<file path="src/inc/chr_pkg.sv">
// constants for the horizontal readout timing generator
package chr_pkg;
    localparam int CNT_W = 13;
    // per-line pixel counts and segment lengths
    localparam logic [12:0] EMPTY_CELLS = 13'h0004;
    localparam logic [12:0] LEAD_DARK = 13'h0014;
    localparam logic [12:0] SGL_IMAGE = 13'h0fc0;
    localparam logic [12:0] SGL_TRAIL_DARK = 13'h0014;
    localparam logic [12:0] SGL_LINE = 13'h0fec;
    localparam logic [12:0] DUAL_IMAGE = 13'h07e0;
    localparam logic [12:0] DUAL_LINE = 13'h07f8;
    // clean dark reference excludes first and last dark column
    localparam logic [12:0] DARK_EDGE = 13'h0001;
    localparam logic [12:0] DARK_TRIM = 13'h0002;
    // trailing dark cells sit after the full image span, not the clocked one
    localparam logic [12:0] SENSOR_IMAGE = 13'h0fc1;
    localparam logic [12:0] TRAIL_DARK = 13'h0013;
    // half-pixel phase length in ref clocks (24-clock pixel at 250 MHz)
    localparam logic [4:0] HALF_PIX = 5'h0c;
    localparam logic [4:0] PIX_LAST = 5'h17;
    // reset gate pulse occupies the first ticks of phase-a high
    localparam logic [4:0] RST_PULSE = 5'h03;
    // resume delay after vertical pulse falls, in ns
    localparam int RESUME_NS = 1000;
    localparam int CLK_NS = 4;
    localparam int RESUME_CYC = (RESUME_NS + CLK_NS - 1) / CLK_NS;
    localparam logic [9:0] RESUME_CNT = 10'(RESUME_CYC);
    // vertical transfer pulse width in ns
    localparam int VPULSE_NS = 2000;
    localparam logic [9:0] VPULSE_CNT = 10'(VPULSE_NS / CLK_NS);
endpackage

</file>
<file path="src/logic/chr_ctrl.sv">
// horizontal readout timing generator for an interline ccd
`timescale 1ns/1ps
module chr_ctrl (
    // clock, reset, enable
    input wire logic i_ref_clk,
    input wire logic i_rst_n,
    input wire logic i_clk_en,
    // control
    input wire logic i_frame_start,
    input wire logic i_dual_mode,
    input wire logic i_line_req,
    input wire logic i_dump_line,
    input wire logic i_shutter_req,
    // status
    output logic o_busy,
    output logic o_image_valid,
    output logic o_dark_ref,
    output logic o_sample,
    output logic o_right_reverse,
    // sensor gates
    output logic o_left_storage_a,
    output logic o_left_storage_b,
    output logic o_left_barrier_a,
    output logic o_left_barrier_b,
    output logic o_right_storage_a,
    output logic o_right_storage_b,
    output logic o_right_barrier_a,
    output logic o_right_barrier_b,
    output logic o_left_last_phase,
    output logic o_right_last_phase,
    output logic o_left_reset_gate,
    output logic o_right_reset_gate,
    output logic o_vert_phase_a,
    output logic o_vert_phase_b,
    output logic o_fast_line_dump_gate,
    output logic o_shutter
);
    typedef enum logic [3:0] {
        ST_IDLE = 4'h1,
        ST_VXFER = 4'h2,
        ST_WAIT = 4'h4,
        ST_SHIFT = 4'h8
    } chr_state_e;

    chr_state_e state_ff, nxt_state;
    logic dual_ff, nxt_dual;
    logic [12:0] pix_ff, nxt_pix;
    logic [4:0] sub_ff, nxt_sub;
    logic [9:0] wait_ff, nxt_wait;
    logic dump_ff, nxt_dump;
    logic ha_ff, nxt_ha;
    logic rst_ff, nxt_rst;
    logic samp_ff, nxt_samp;
    logic img_ff, nxt_img;
    logic dark_ff, nxt_dark;
    logic v_ff, nxt_v;
    logic fd_ff, nxt_fd;
    logic sh_ff, nxt_sh;

    function automatic logic in_range(input logic [12:0] p,
                                      input logic [12:0] lo,
                                      input logic [12:0] n);
        in_range = (p >= lo) && (p < 13'(lo + n));
    endfunction

    logic [12:0] line_len;
    logic [12:0] img_lo;
    logic [12:0] trail_lo;
    always_comb begin
        line_len = dual_ff ? chr_pkg::DUAL_LINE : chr_pkg::SGL_LINE;
        img_lo = 13'(chr_pkg::EMPTY_CELLS + chr_pkg::LEAD_DARK);
        trail_lo = 13'(img_lo + chr_pkg::SENSOR_IMAGE);
    end

    always_comb begin
        nxt_state = state_ff;
        nxt_dual = dual_ff;
        nxt_pix = pix_ff;
        nxt_sub = sub_ff;
        nxt_wait = wait_ff;
        nxt_dump = dump_ff;
        nxt_ha = ha_ff;
        nxt_rst = 1'b0;
        nxt_samp = 1'b0;
        nxt_img = 1'b0;
        nxt_dark = 1'b0;
        nxt_v = 1'b0;
        nxt_fd = 1'b0;
        nxt_sh = 1'b0;
        case (state_ff)
            ST_IDLE: begin
                nxt_ha = 1'b1;
                if (i_frame_start) begin
                    nxt_dual = i_dual_mode;
                end
                // shutter only pulsed while idle, never during shift
                nxt_sh = i_shutter_req;
                if (i_line_req && !i_frame_start) begin
                    nxt_state = ST_VXFER;
                    nxt_wait = '0;
                    nxt_dump = i_dump_line;
                end
            end
            ST_VXFER: begin
                nxt_ha = 1'b1;
                nxt_v = 1'b1;
                nxt_fd = dump_ff;
                nxt_wait = 10'(wait_ff + 10'h1);
                if (wait_ff == 10'(chr_pkg::VPULSE_CNT - 10'h1)) begin
                    nxt_v = 1'b0;
                    nxt_fd = 1'b0;
                    nxt_wait = '0;
                    nxt_state = ST_WAIT;
                end
            end
            ST_WAIT: begin
                nxt_ha = 1'b1;
                nxt_wait = 10'(wait_ff + 10'h1);
                if (wait_ff == 10'(chr_pkg::RESUME_CNT - 10'h1)) begin
                    // dumped line: register empty, nothing to read
                    nxt_state = dump_ff ? ST_IDLE : ST_SHIFT;
                    nxt_pix = '0;
                    nxt_sub = '0;
                end
            end
            ST_SHIFT: begin
                nxt_sub = 5'(sub_ff + 5'h1);
                nxt_ha = (sub_ff < chr_pkg::HALF_PIX);
                // reset after previous sample, before packet lands
                nxt_rst = (sub_ff < chr_pkg::RST_PULSE);
                nxt_samp = (sub_ff == chr_pkg::PIX_LAST);
                nxt_img = in_range(pix_ff, img_lo,
                    dual_ff ? chr_pkg::DUAL_IMAGE : chr_pkg::SGL_IMAGE);
                nxt_dark = in_range(pix_ff,
                    13'(chr_pkg::EMPTY_CELLS + chr_pkg::DARK_EDGE),
                    13'(chr_pkg::LEAD_DARK - chr_pkg::DARK_TRIM))
                    || (!dual_ff && in_range(pix_ff,
                    13'(trail_lo + chr_pkg::DARK_EDGE),
                    13'(chr_pkg::TRAIL_DARK - chr_pkg::DARK_TRIM)));
                if (sub_ff == chr_pkg::PIX_LAST) begin
                    nxt_sub = '0;
                    nxt_pix = 13'(pix_ff + 13'h1);
                    if (pix_ff == 13'(line_len - 13'h1)) begin
                        nxt_state = ST_IDLE;
                        nxt_ha = 1'b1;
                    end
                end
            end
            default: nxt_state = ST_IDLE;
        endcase
    end

    always_ff @(posedge i_ref_clk) begin
        if (!i_rst_n) begin
            state_ff <= ST_IDLE;
            dual_ff <= 1'b0;
            pix_ff <= '0;
            sub_ff <= '0;
            wait_ff <= '0;
            dump_ff <= 1'b0;
            ha_ff <= 1'b1;
            rst_ff <= 1'b0;
            samp_ff <= 1'b0;
            img_ff <= 1'b0;
            dark_ff <= 1'b0;
            v_ff <= 1'b0;
            fd_ff <= 1'b0;
            sh_ff <= 1'b0;
        end else if (i_clk_en) begin
            state_ff <= nxt_state;
            dual_ff <= nxt_dual;
            pix_ff <= nxt_pix;
            sub_ff <= nxt_sub;
            wait_ff <= nxt_wait;
            dump_ff <= nxt_dump;
            ha_ff <= nxt_ha;
            rst_ff <= nxt_rst;
            samp_ff <= nxt_samp;
            img_ff <= nxt_img;
            dark_ff <= nxt_dark;
            v_ff <= nxt_v;
            fd_ff <= nxt_fd;
            sh_ff <= nxt_sh;
        end
    end

    // storage, barrier and last-phase outputs registered from the same phase flop so edges align
    logic g_ff_busy;
    always_ff @(posedge i_ref_clk) begin
        if (!i_rst_n) begin
            o_left_storage_a <= 1'b1;
            o_left_storage_b <= 1'b0;
            o_left_barrier_a <= 1'b1;
            o_left_barrier_b <= 1'b0;
            o_right_storage_a <= 1'b1;
            o_right_storage_b <= 1'b0;
            o_right_barrier_a <= 1'b0;
            o_right_barrier_b <= 1'b1;
            o_left_last_phase <= 1'b1;
            o_right_last_phase <= 1'b1;
            o_left_reset_gate <= 1'b0;
            o_right_reset_gate <= 1'b0;
            o_vert_phase_a <= 1'b0;
            o_vert_phase_b <= 1'b0;
            o_fast_line_dump_gate <= 1'b0;
            o_shutter <= 1'b0;
            o_busy <= 1'b0;
            o_image_valid <= 1'b0;
            o_dark_ref <= 1'b0;
            o_sample <= 1'b0;
            o_right_reverse <= 1'b0;
        end else if (i_clk_en) begin
            o_left_storage_a <= ha_ff;
            o_left_storage_b <= !ha_ff;
            o_left_barrier_a <= ha_ff;
            o_left_barrier_b <= !ha_ff;
            o_right_storage_a <= ha_ff;
            o_right_storage_b <= !ha_ff;
            // right barriers inverted in logic per mode, same flop edge
            o_right_barrier_a <= dual_ff ? ha_ff : !ha_ff;
            o_right_barrier_b <= dual_ff ? !ha_ff : ha_ff;
            o_left_last_phase <= ha_ff;
            o_right_last_phase <= ha_ff;
            o_left_reset_gate <= rst_ff;
            o_right_reset_gate <= rst_ff && dual_ff;
            o_vert_phase_a <= v_ff;
            o_vert_phase_b <= v_ff;
            o_fast_line_dump_gate <= fd_ff;
            o_shutter <= sh_ff;
            o_busy <= state_ff != ST_IDLE;
            o_image_valid <= img_ff;
            o_dark_ref <= dark_ff;
            o_sample <= samp_ff;
            o_right_reverse <= dual_ff;
        end
    end
endmodule

</file>
<file path="config.mk">
export PLATFORM = sky130hd
export DESIGN_NAME = chr_ctrl
export DESIGN_NICKNAME = d
export VERILOG_FILES = /design/src/inc/chr_pkg.sv /design/src/logic/chr_ctrl.sv
export SDC_FILE = /design/constraint.sdc
export NUM_CORES = 1
export LEC_CHECK = 0
export BUFFER_PORTS_ARGS = -buffer_cell sky130_fd_sc_hd__buf_2
export CAP_MARGIN = 20
export CORE_ASPECT_RATIO = 0.75
export CORE_UTILIZATION = 35
export CTS_CLUSTER_DIAMETER = 30
export CTS_CLUSTER_SIZE = 10
export DETAILED_ROUTE_END_ITERATION = 8
export PLACE_DENSITY = 0.56
export REMOVE_ABC_BUFFERS = 1
export SLEW_MARGIN = 25
export SYNTH_ARGS = -nofsm -noshare
export SYNTH_HDL_FRONTEND = slang
export SYNTH_SLANG_ARGS = --single-unit
</file>
<file path="constraint.sdc">
create_clock -name i_ref_clk -period 2.21 [get_ports i_ref_clk]
set_input_delay 0.442 -clock i_ref_clk [delete_from_list [all_inputs] [get_ports i_ref_clk]]
set_output_delay 0.442 -clock i_ref_clk [all_outputs]
set_load 0.02 [all_outputs]
</file>
# [After elaboration in Yosys (flattened, before gate mapping)]
# Index checks and enable logic that the tools add are counted.
[word_totals] wordCells=108 register_bits=56 inputBits=8 output_inout_bits=21
[op_classes] n_eq_ne=14 reduce_logical=21 n_addsub=5 n_mux=32 order_cmp=8
[op_table] op="one-hot mux 10 bit (3 select lines)" count=1
[op_table] op="two-way mux 13 bit" count=2
[op_table] op="one-hot mux 13 bit (2 select lines)" count=1
[op_table] op="two-way mux 12 bit" count=2
[op_table] op="two-way mux 4 bit" count=6
[op_table] op="two-way mux 10 bit" count=2
[op_table] op="one-hot mux 4 bit (4 select lines)" count=1
[op_table] op="adder 13 x 1 -> 13 bit, second input constant" count=1
[op_table] op="adder 5 x 12 -> 13 bit, first input constant" count=1
[op_table] op="== test 13 bit" count=1
[op_table] op=">= comparator 13 x 12 -> 1 bit, second input constant" count=1
[op_table] op=">= comparator 13 x 3 -> 1 bit, second input constant" count=1
[op_table] op=">= comparator 13 x 5 -> 1 bit, second input constant" count=1
[op_table] op="less-than comparator 13 x 12 -> 1 bit, second input constant" count=1
[op_table] op="less-than comparator 13 bit" count=1
[op_table] op="less-than comparator 13 x 5 -> 1 bit, second input constant" count=1
[op_table] op="two-way mux 1 bit" count=13
[op_table] op="subtractor 12 x 1 -> 13 bit, second input constant" count=1
[op_table] op="AND reduction 3 bit" count=4
[op_table] op="adder 10 x 1 -> 10 bit, second input constant" count=1
[op_table] op="== test 10 x 8 -> 1 bit, second input constant" count=1
[op_table] op="== test 10 x 9 -> 1 bit, second input constant" count=1
[op_table] op="two-way mux 5 bit" count=2
[op_table] op="!= test 2 bit, second input constant" count=5
[op_table] op="other kinds (20)" count=28

# [Logic depth before layout (Yosys ltp)]
[logic_depth] depth_word=6 depth_mapped=8 ltp_nobuf=7

# [Worst setup path after synthesis]
# OpenSTA, ideal clock, no wires.
[synth_path] kind="flip-flop to flip-flop" start="register state_ff[0]" end="register pix_ff[12]" n_path_buf=1 slack_ps=57 setup_time_ps=70 period_less_slack_ps=2153 required_ps=2140 path_stages_with_launch=7 t_arrival_ps=2083 path_cell_list="dfxtp_1 > buf_6 > or4b_4 > nor4_4 > o2111ai_4 > or3_1 > a21oi_1"
[synth_between] elab_chain_len=3 word_cells_on_any_way=7 classes_between="eq/ne (4); mux (1); reduce/logical (2)"
[synth_rtl] item="start, declared" line="chr_ctrl.sv:45" source="chr_state_e state_ff, nxt_state;"
[synth_rtl] item="start signal, assigned" line="chr_ctrl.sv:170" source="state_ff <= nxt_state;"
[synth_rtl] item="== test 4 bit / == test 4 x 3 -> 1 bit (equally long branches)" line="chr_ctrl.sv:90" source="case (state_ff)"
[synth_rtl] item="!= test 2 bit (no source line) / nonzero test 2 bit (equally long branches)"
[synth_rtl] item="AND reduction 4 bit (no source line)"
[synth_rtl] item="end signal, assigned" line="chr_ctrl.sv:172" source="pix_ff <= nxt_pix;"
[synth_rtl] item="end, declared" line="chr_ctrl.sv:47" source="logic [12:0] pix_ff, nxt_pix;"
# Parallel ways exist; a longest one is shown, timed or not.
# A chain may end at the register's enable or synchronous reset.

# [Final worst setup path]
[layout_path] start="register state_ff[3]" end="register pix_ff[9]"
# Same word-level chain as after synthesis.

==> results.md <==
- The sum of overflow across all layers after global routing is 0.
- The overall routing resource usage is 16.03%.
- The cell sitting at the root of the clock tree is a sky130_fd_sc_hd__clkbuf_8.
- The startpoint of the worst register-to-register path is state_ff[3].
- Of all nets on the critical path, the largest fanout is 6.
- The worst setup path is captured at a flop.
- The kind of start point of the critical path is a flop.
- The relative slew slack is 66.13%.
- Summing all flip-flop and latch instances after layout gives around 1100 um^2.
- In this run, synthesis inferred 0 flip-flops with an integrated enable.
- The average vias per placed instance is 5.062.
- Timing analysis after detailed placement gives a worst setup slack of 0.06960 ns.
- The count of final setup violators is 0.
- For this design the top-level I/O count stands at 29.
- Measured against the total synthesized area, the mux share comes to under 10%.
- The worst register-to-register path has a setup slack of 0.11 ns.
- The number of placed cells counting well taps is 460.
- After filler insertion, the fill cell instance count of the layout stands at approximately 780.
- At the worst endpoint, the arrival time is 2.34 ns.
- In the synthesized netlist, the number of instances is 330.
- The area fraction of the dominant cell type after synthesis is between 30% and 40%.
- The fraction of final layout cells sized beyond drive strength 1 is a little under a fifth.
- The total half-perimeter wirelength after legalization and detailed placement is between 4 and 5 mm.
- Yosys mapped the design onto 62 distinct sky130hd cell types.
- The number of antenna violations at the first check in global routing is 0.
- The synthesized netlist devotes between 10% and 20% of its cell area to compound gates.
- The most frequently used flop master after synthesis is sky130_fd_sc_hd__dfxtp_1.
- The worst voltage drop across the vdd grid is 276.4 uV.
- In this run the static leakage power is roughly 0.0013 uW.
- The clock reaches the later pin of the worst-skew pair after 0.30 ns.
- The path class of the tightest hold or removal check is primary input to flop.
- After detailed routing, the total wire length is 6.447 mm.
- The area of the multi-input gates is between 1500 and 2000 um^2.
- The top cell types in the final layout, fill and taps aside, are sky130_fd_sc_hd__dfxtp_1, sky130_fd_sc_hd__nor2_1, sky130_fd_sc_hd__nand2_1.
- Setup repair after global routing left no endpoint under its margin.
- The number of placement rows is 28.
- The highest clock rate is approximately 0.48 GHz.
- The biggest area contributor in the post-synthesis netlist is sky130_fd_sc_hd__dfxtp_1.
- TritonCTS built the clock tree.
- In this run the remaining antenna-violating nets after routing total 0.
- The warning count from the yosys run is 0.
- Compared with the post-synthesis result, the final layout area differs by 15.62%.
- The floorplan step defined a core boundary enclosing about 7900 um^2.
- Once placement finished, the instance area stood at ~3200 um^2.
- After Yosys synthesis, and, or, nand and nor cells account for 25.32% of the synthesized area.
- Counting instances, the worst hold path has a depth of 3.
- The height of the chip is 80.17 um.
- Measured along the x axis, the die boundary spans 106.2 um.
- The clock passes through at most 2 buffers.
- The via count of the first global-routing pass was between 2000 and 2500.
- In this run the critical register-to-register path is captured at pix_ff[9].
- The count of inserted antenna diode cells is 0.
- Buffers inserted during clock tree synthesis total 5.
- The library cell used most frequently in the layout, excluding fill and tap cells, is sky130_fd_sc_hd__dfxtp_1.
- The worst hold path terminates at dump_ff.
- Ranked by total cell area, the synthesized netlist is headed by sky130_fd_sc_hd__dfxtp_1, sky130_fd_sc_hd__mux2i_1, sky130_fd_sc_hd__nor2_1.
- The floorplan step defined a die boundary enclosing roughly 8500 um^2.
- The cell depth of the worst flop-to-flop path is 6.
- The share of the Yosys chip area taken by registers is between 30% and 40%.
- The mean post-synth cell area is approximately 8.6 um^2.
- The hold path startpoint is i_dump_line.
- The final RePlAce weighted congestion is approximately 0.8.
- The initial utilization of the core area, before any placement, comes to ~36%.
- Summing over every cut layer, the via total after detailed routing is ~2400.
- For the pin with the worst max-slew slack, the measured transition is between 0.5 and 0.6 ns.
- The first-iteration detailed-routing DRC count is 114.
- The count of buffers inserted at the top-level ports is 28.
- By area, the combinational part of the netlist is dominated by simple AND/OR/NAND/NOR gates.
- The number of flip-flops and latches in the synthesized netlist is 56.
- Data on the critical path is required at its endpoint by around 2.5 ns.
- Hold repair after CTS inserted 0 buffers.
- The class of the most critical setup path is flop to flop.
- The power density relative to cell area is 590.9 nW/um^2.
- The tree built by TritonCTS fans out to 56 sinks.
- The largest net degree at the start of global routing is 24.
- The clock transition at the registers of the reported paths is 0.09 ns.
- The count of pins over their slew limit is 0.
- The share of the clock period used by the worst path after layout is a little over nine tenths.
- The fraction of registers with async set/reset is 0%.
- The tool flagged a number of max-cap violations equal to 0.
- Counting I/O delays and the setup requirement, the final critical path takes about 2.1 ns.
- The post-route non-filler standard cell count is 469.
- The minimum setup slack in the final design is 0.1105 ns.
- Across the routed clock network, the largest skew measured is approximately 0.0033 ns.
- Summing the areas of all xor and xnor instances in the mapped netlist gives approximately 4.9% of the synthesized area.
- The net total in the final layout is around 380.
- The synthesized netlist devotes ~3.5% of its cell area to adder and majority cells.
- The design area is ~3300 um^2.
- The number of detailed-route iterations in the first pass is 4.
- The wire length of the first global-routing pass is between 10 and 15 mm.
- The netlist area before placement is ~2900 um^2.
- After detailed routing, the number of remaining DRC violations is 0.
- Dividing the detail-routed wire length by the instance count gives 13.75 um.
- The run finished with clean final reports.
- The H-tree depth is 2.
- The number of hold-slack violations in the final timing report is 0.
## registers in the layout, summed over array words and instances (netlist names), 4 cells and up
name and flops:
pix_ff 13, state_ff 4, sub_ff 5, wait_ff 10
## per-stage QoR
stage | hold slack (ns) | total power, uW | setup TNS (ns) | utilization [%]
floorplan | 0.4497 | 1152 | -1.068 | -
global placement | 0.4482 | 1246 | 0 | 40.06
detailed placement | 0.4527 | 1247 | 0 | 40.06
CTS | 0.3681 | 1968 | 0 | 41.67
global route | 0.4059 | 2035 | 0 | 41.83
finish | 0.3731 | 1948 | 0 | 41.83
## how the worst max path moves through the flow
| stage | depth (start not counted) | slack [ns] | from | to |
|---|---|---|---|---|
| 5_1_grt | 6 | 0.02 | state_ff[3] | pix_ff[12] |
| 3_5_place_dp | 5 | 0.07 | state_ff[3] | pix_ff[7] |
| 2_1_floorplan | 5 | -0.17 | state_ff[0] | wait_ff[5] |
| 6_report | 6 | 0.11 | state_ff[3] | pix_ff[9] |
| 3_3_place_gp | 5 | 0.13 | state_ff[3] | pix_ff[12] |
| 4_1_cts | 5 | 0.05 | state_ff[3] | pix_ff[7] |
## kinds of logic (layout without fill, tap and decap cells)
group | count (synthesis) | count (layout)
buffers and inverters | 34 | 68
and+or+nand+nor | 134 | 134
DFF | 56 | 56
xor gates and xnor gates | 16 | 16
muxes | 14 | 14
AOI/OAI and AO/OA | 68 | 68
adders and majority gates | 8 | 8
## report_power, final
| part | internal (uW) | total, uW | switching (uW) |
|---|---|---|---|
| combinational | 77.6 | 191 | 113 |
| clock | 400 | 722 | 322 |
| sequential | 1020 | 1040 | 11.4 |
## cell type report
class | instances | area share, %
clock buffer | 7 | 2.922
clock inverter | 1 | 0.9108
inverter | 9 | 1.025
multi-input combinational | 240 | 47.67
sequential | 56 | 34.00
tap | 105 | 3.985
timing repair buffer | 51 | 9.488
## worst max-delay path, stage by stage, from the launching register on
cell and delay (ns):
sky130_fd_sc_hd__dfxtp_1 0.32, sky130_fd_sc_hd__or4b_4 0.58, sky130_fd_sc_hd__nor4_4 0.26, sky130_fd_sc_hd__buf_4 0.19
sky130_fd_sc_hd__o2111ai_2 0.19, sky130_fd_sc_hd__or3_1 0.35, sky130_fd_sc_hd__a21oi_1 0.14
## per-layer routing
metal	share of wire, %	GRT usage [%]
met4	0.59	3.750
met2	40	22.40
met3	4.5	2.841
met5	0	0
met1	55	24.75
## Yosys cell counts, types with 2 or more instances
cell type / count
sky130_fd_sc_hd__a21boi_0: 4
sky130_fd_sc_hd__a21o_1: 2
sky130_fd_sc_hd__nor2_1: 30
sky130_fd_sc_hd__xnor2_1: 11
sky130_fd_sc_hd__dfxtp_1: 56
sky130_fd_sc_hd__nor4b_1: 2
sky130_fd_sc_hd__a22oi_1: 2
sky130_fd_sc_hd__and4b_1: 2
sky130_fd_sc_hd__nor3_1: 11
sky130_fd_sc_hd__mux2i_1: 14
sky130_fd_sc_hd__buf_2: 2
sky130_fd_sc_hd__xor2_1: 5
sky130_fd_sc_hd__a221o_1: 2
sky130_fd_sc_hd__clkbuf_1: 14
sky130_fd_sc_hd__inv_1: 8
sky130_fd_sc_hd__o21ai_0: 20
sky130_fd_sc_hd__ha_1: 8
sky130_fd_sc_hd__and2_1: 3
sky130_fd_sc_hd__nand3_1: 14
sky130_fd_sc_hd__buf_4: 7
sky130_fd_sc_hd__a21oi_1: 16
sky130_fd_sc_hd__a31oi_1: 2
sky130_fd_sc_hd__nor4_1: 4
sky130_fd_sc_hd__nor2b_1: 14
sky130_fd_sc_hd__nand2_1: 29
sky130_fd_sc_hd__o211ai_1: 3
sky130_fd_sc_hd__or3_1: 7
sky130_fd_sc_hd__nand3b_1: 2
sky130_fd_sc_hd__nand4_1: 2
sky130_fd_sc_hd__nor3b_1: 2
## timing repair
item | 4_1_cts | 5_1_grt
endpoints found under the setup margin | 0 | 12
setup buffers | 0 | 1
resized for setup | 0 | 2
Power figures use the tool's default switching activity.
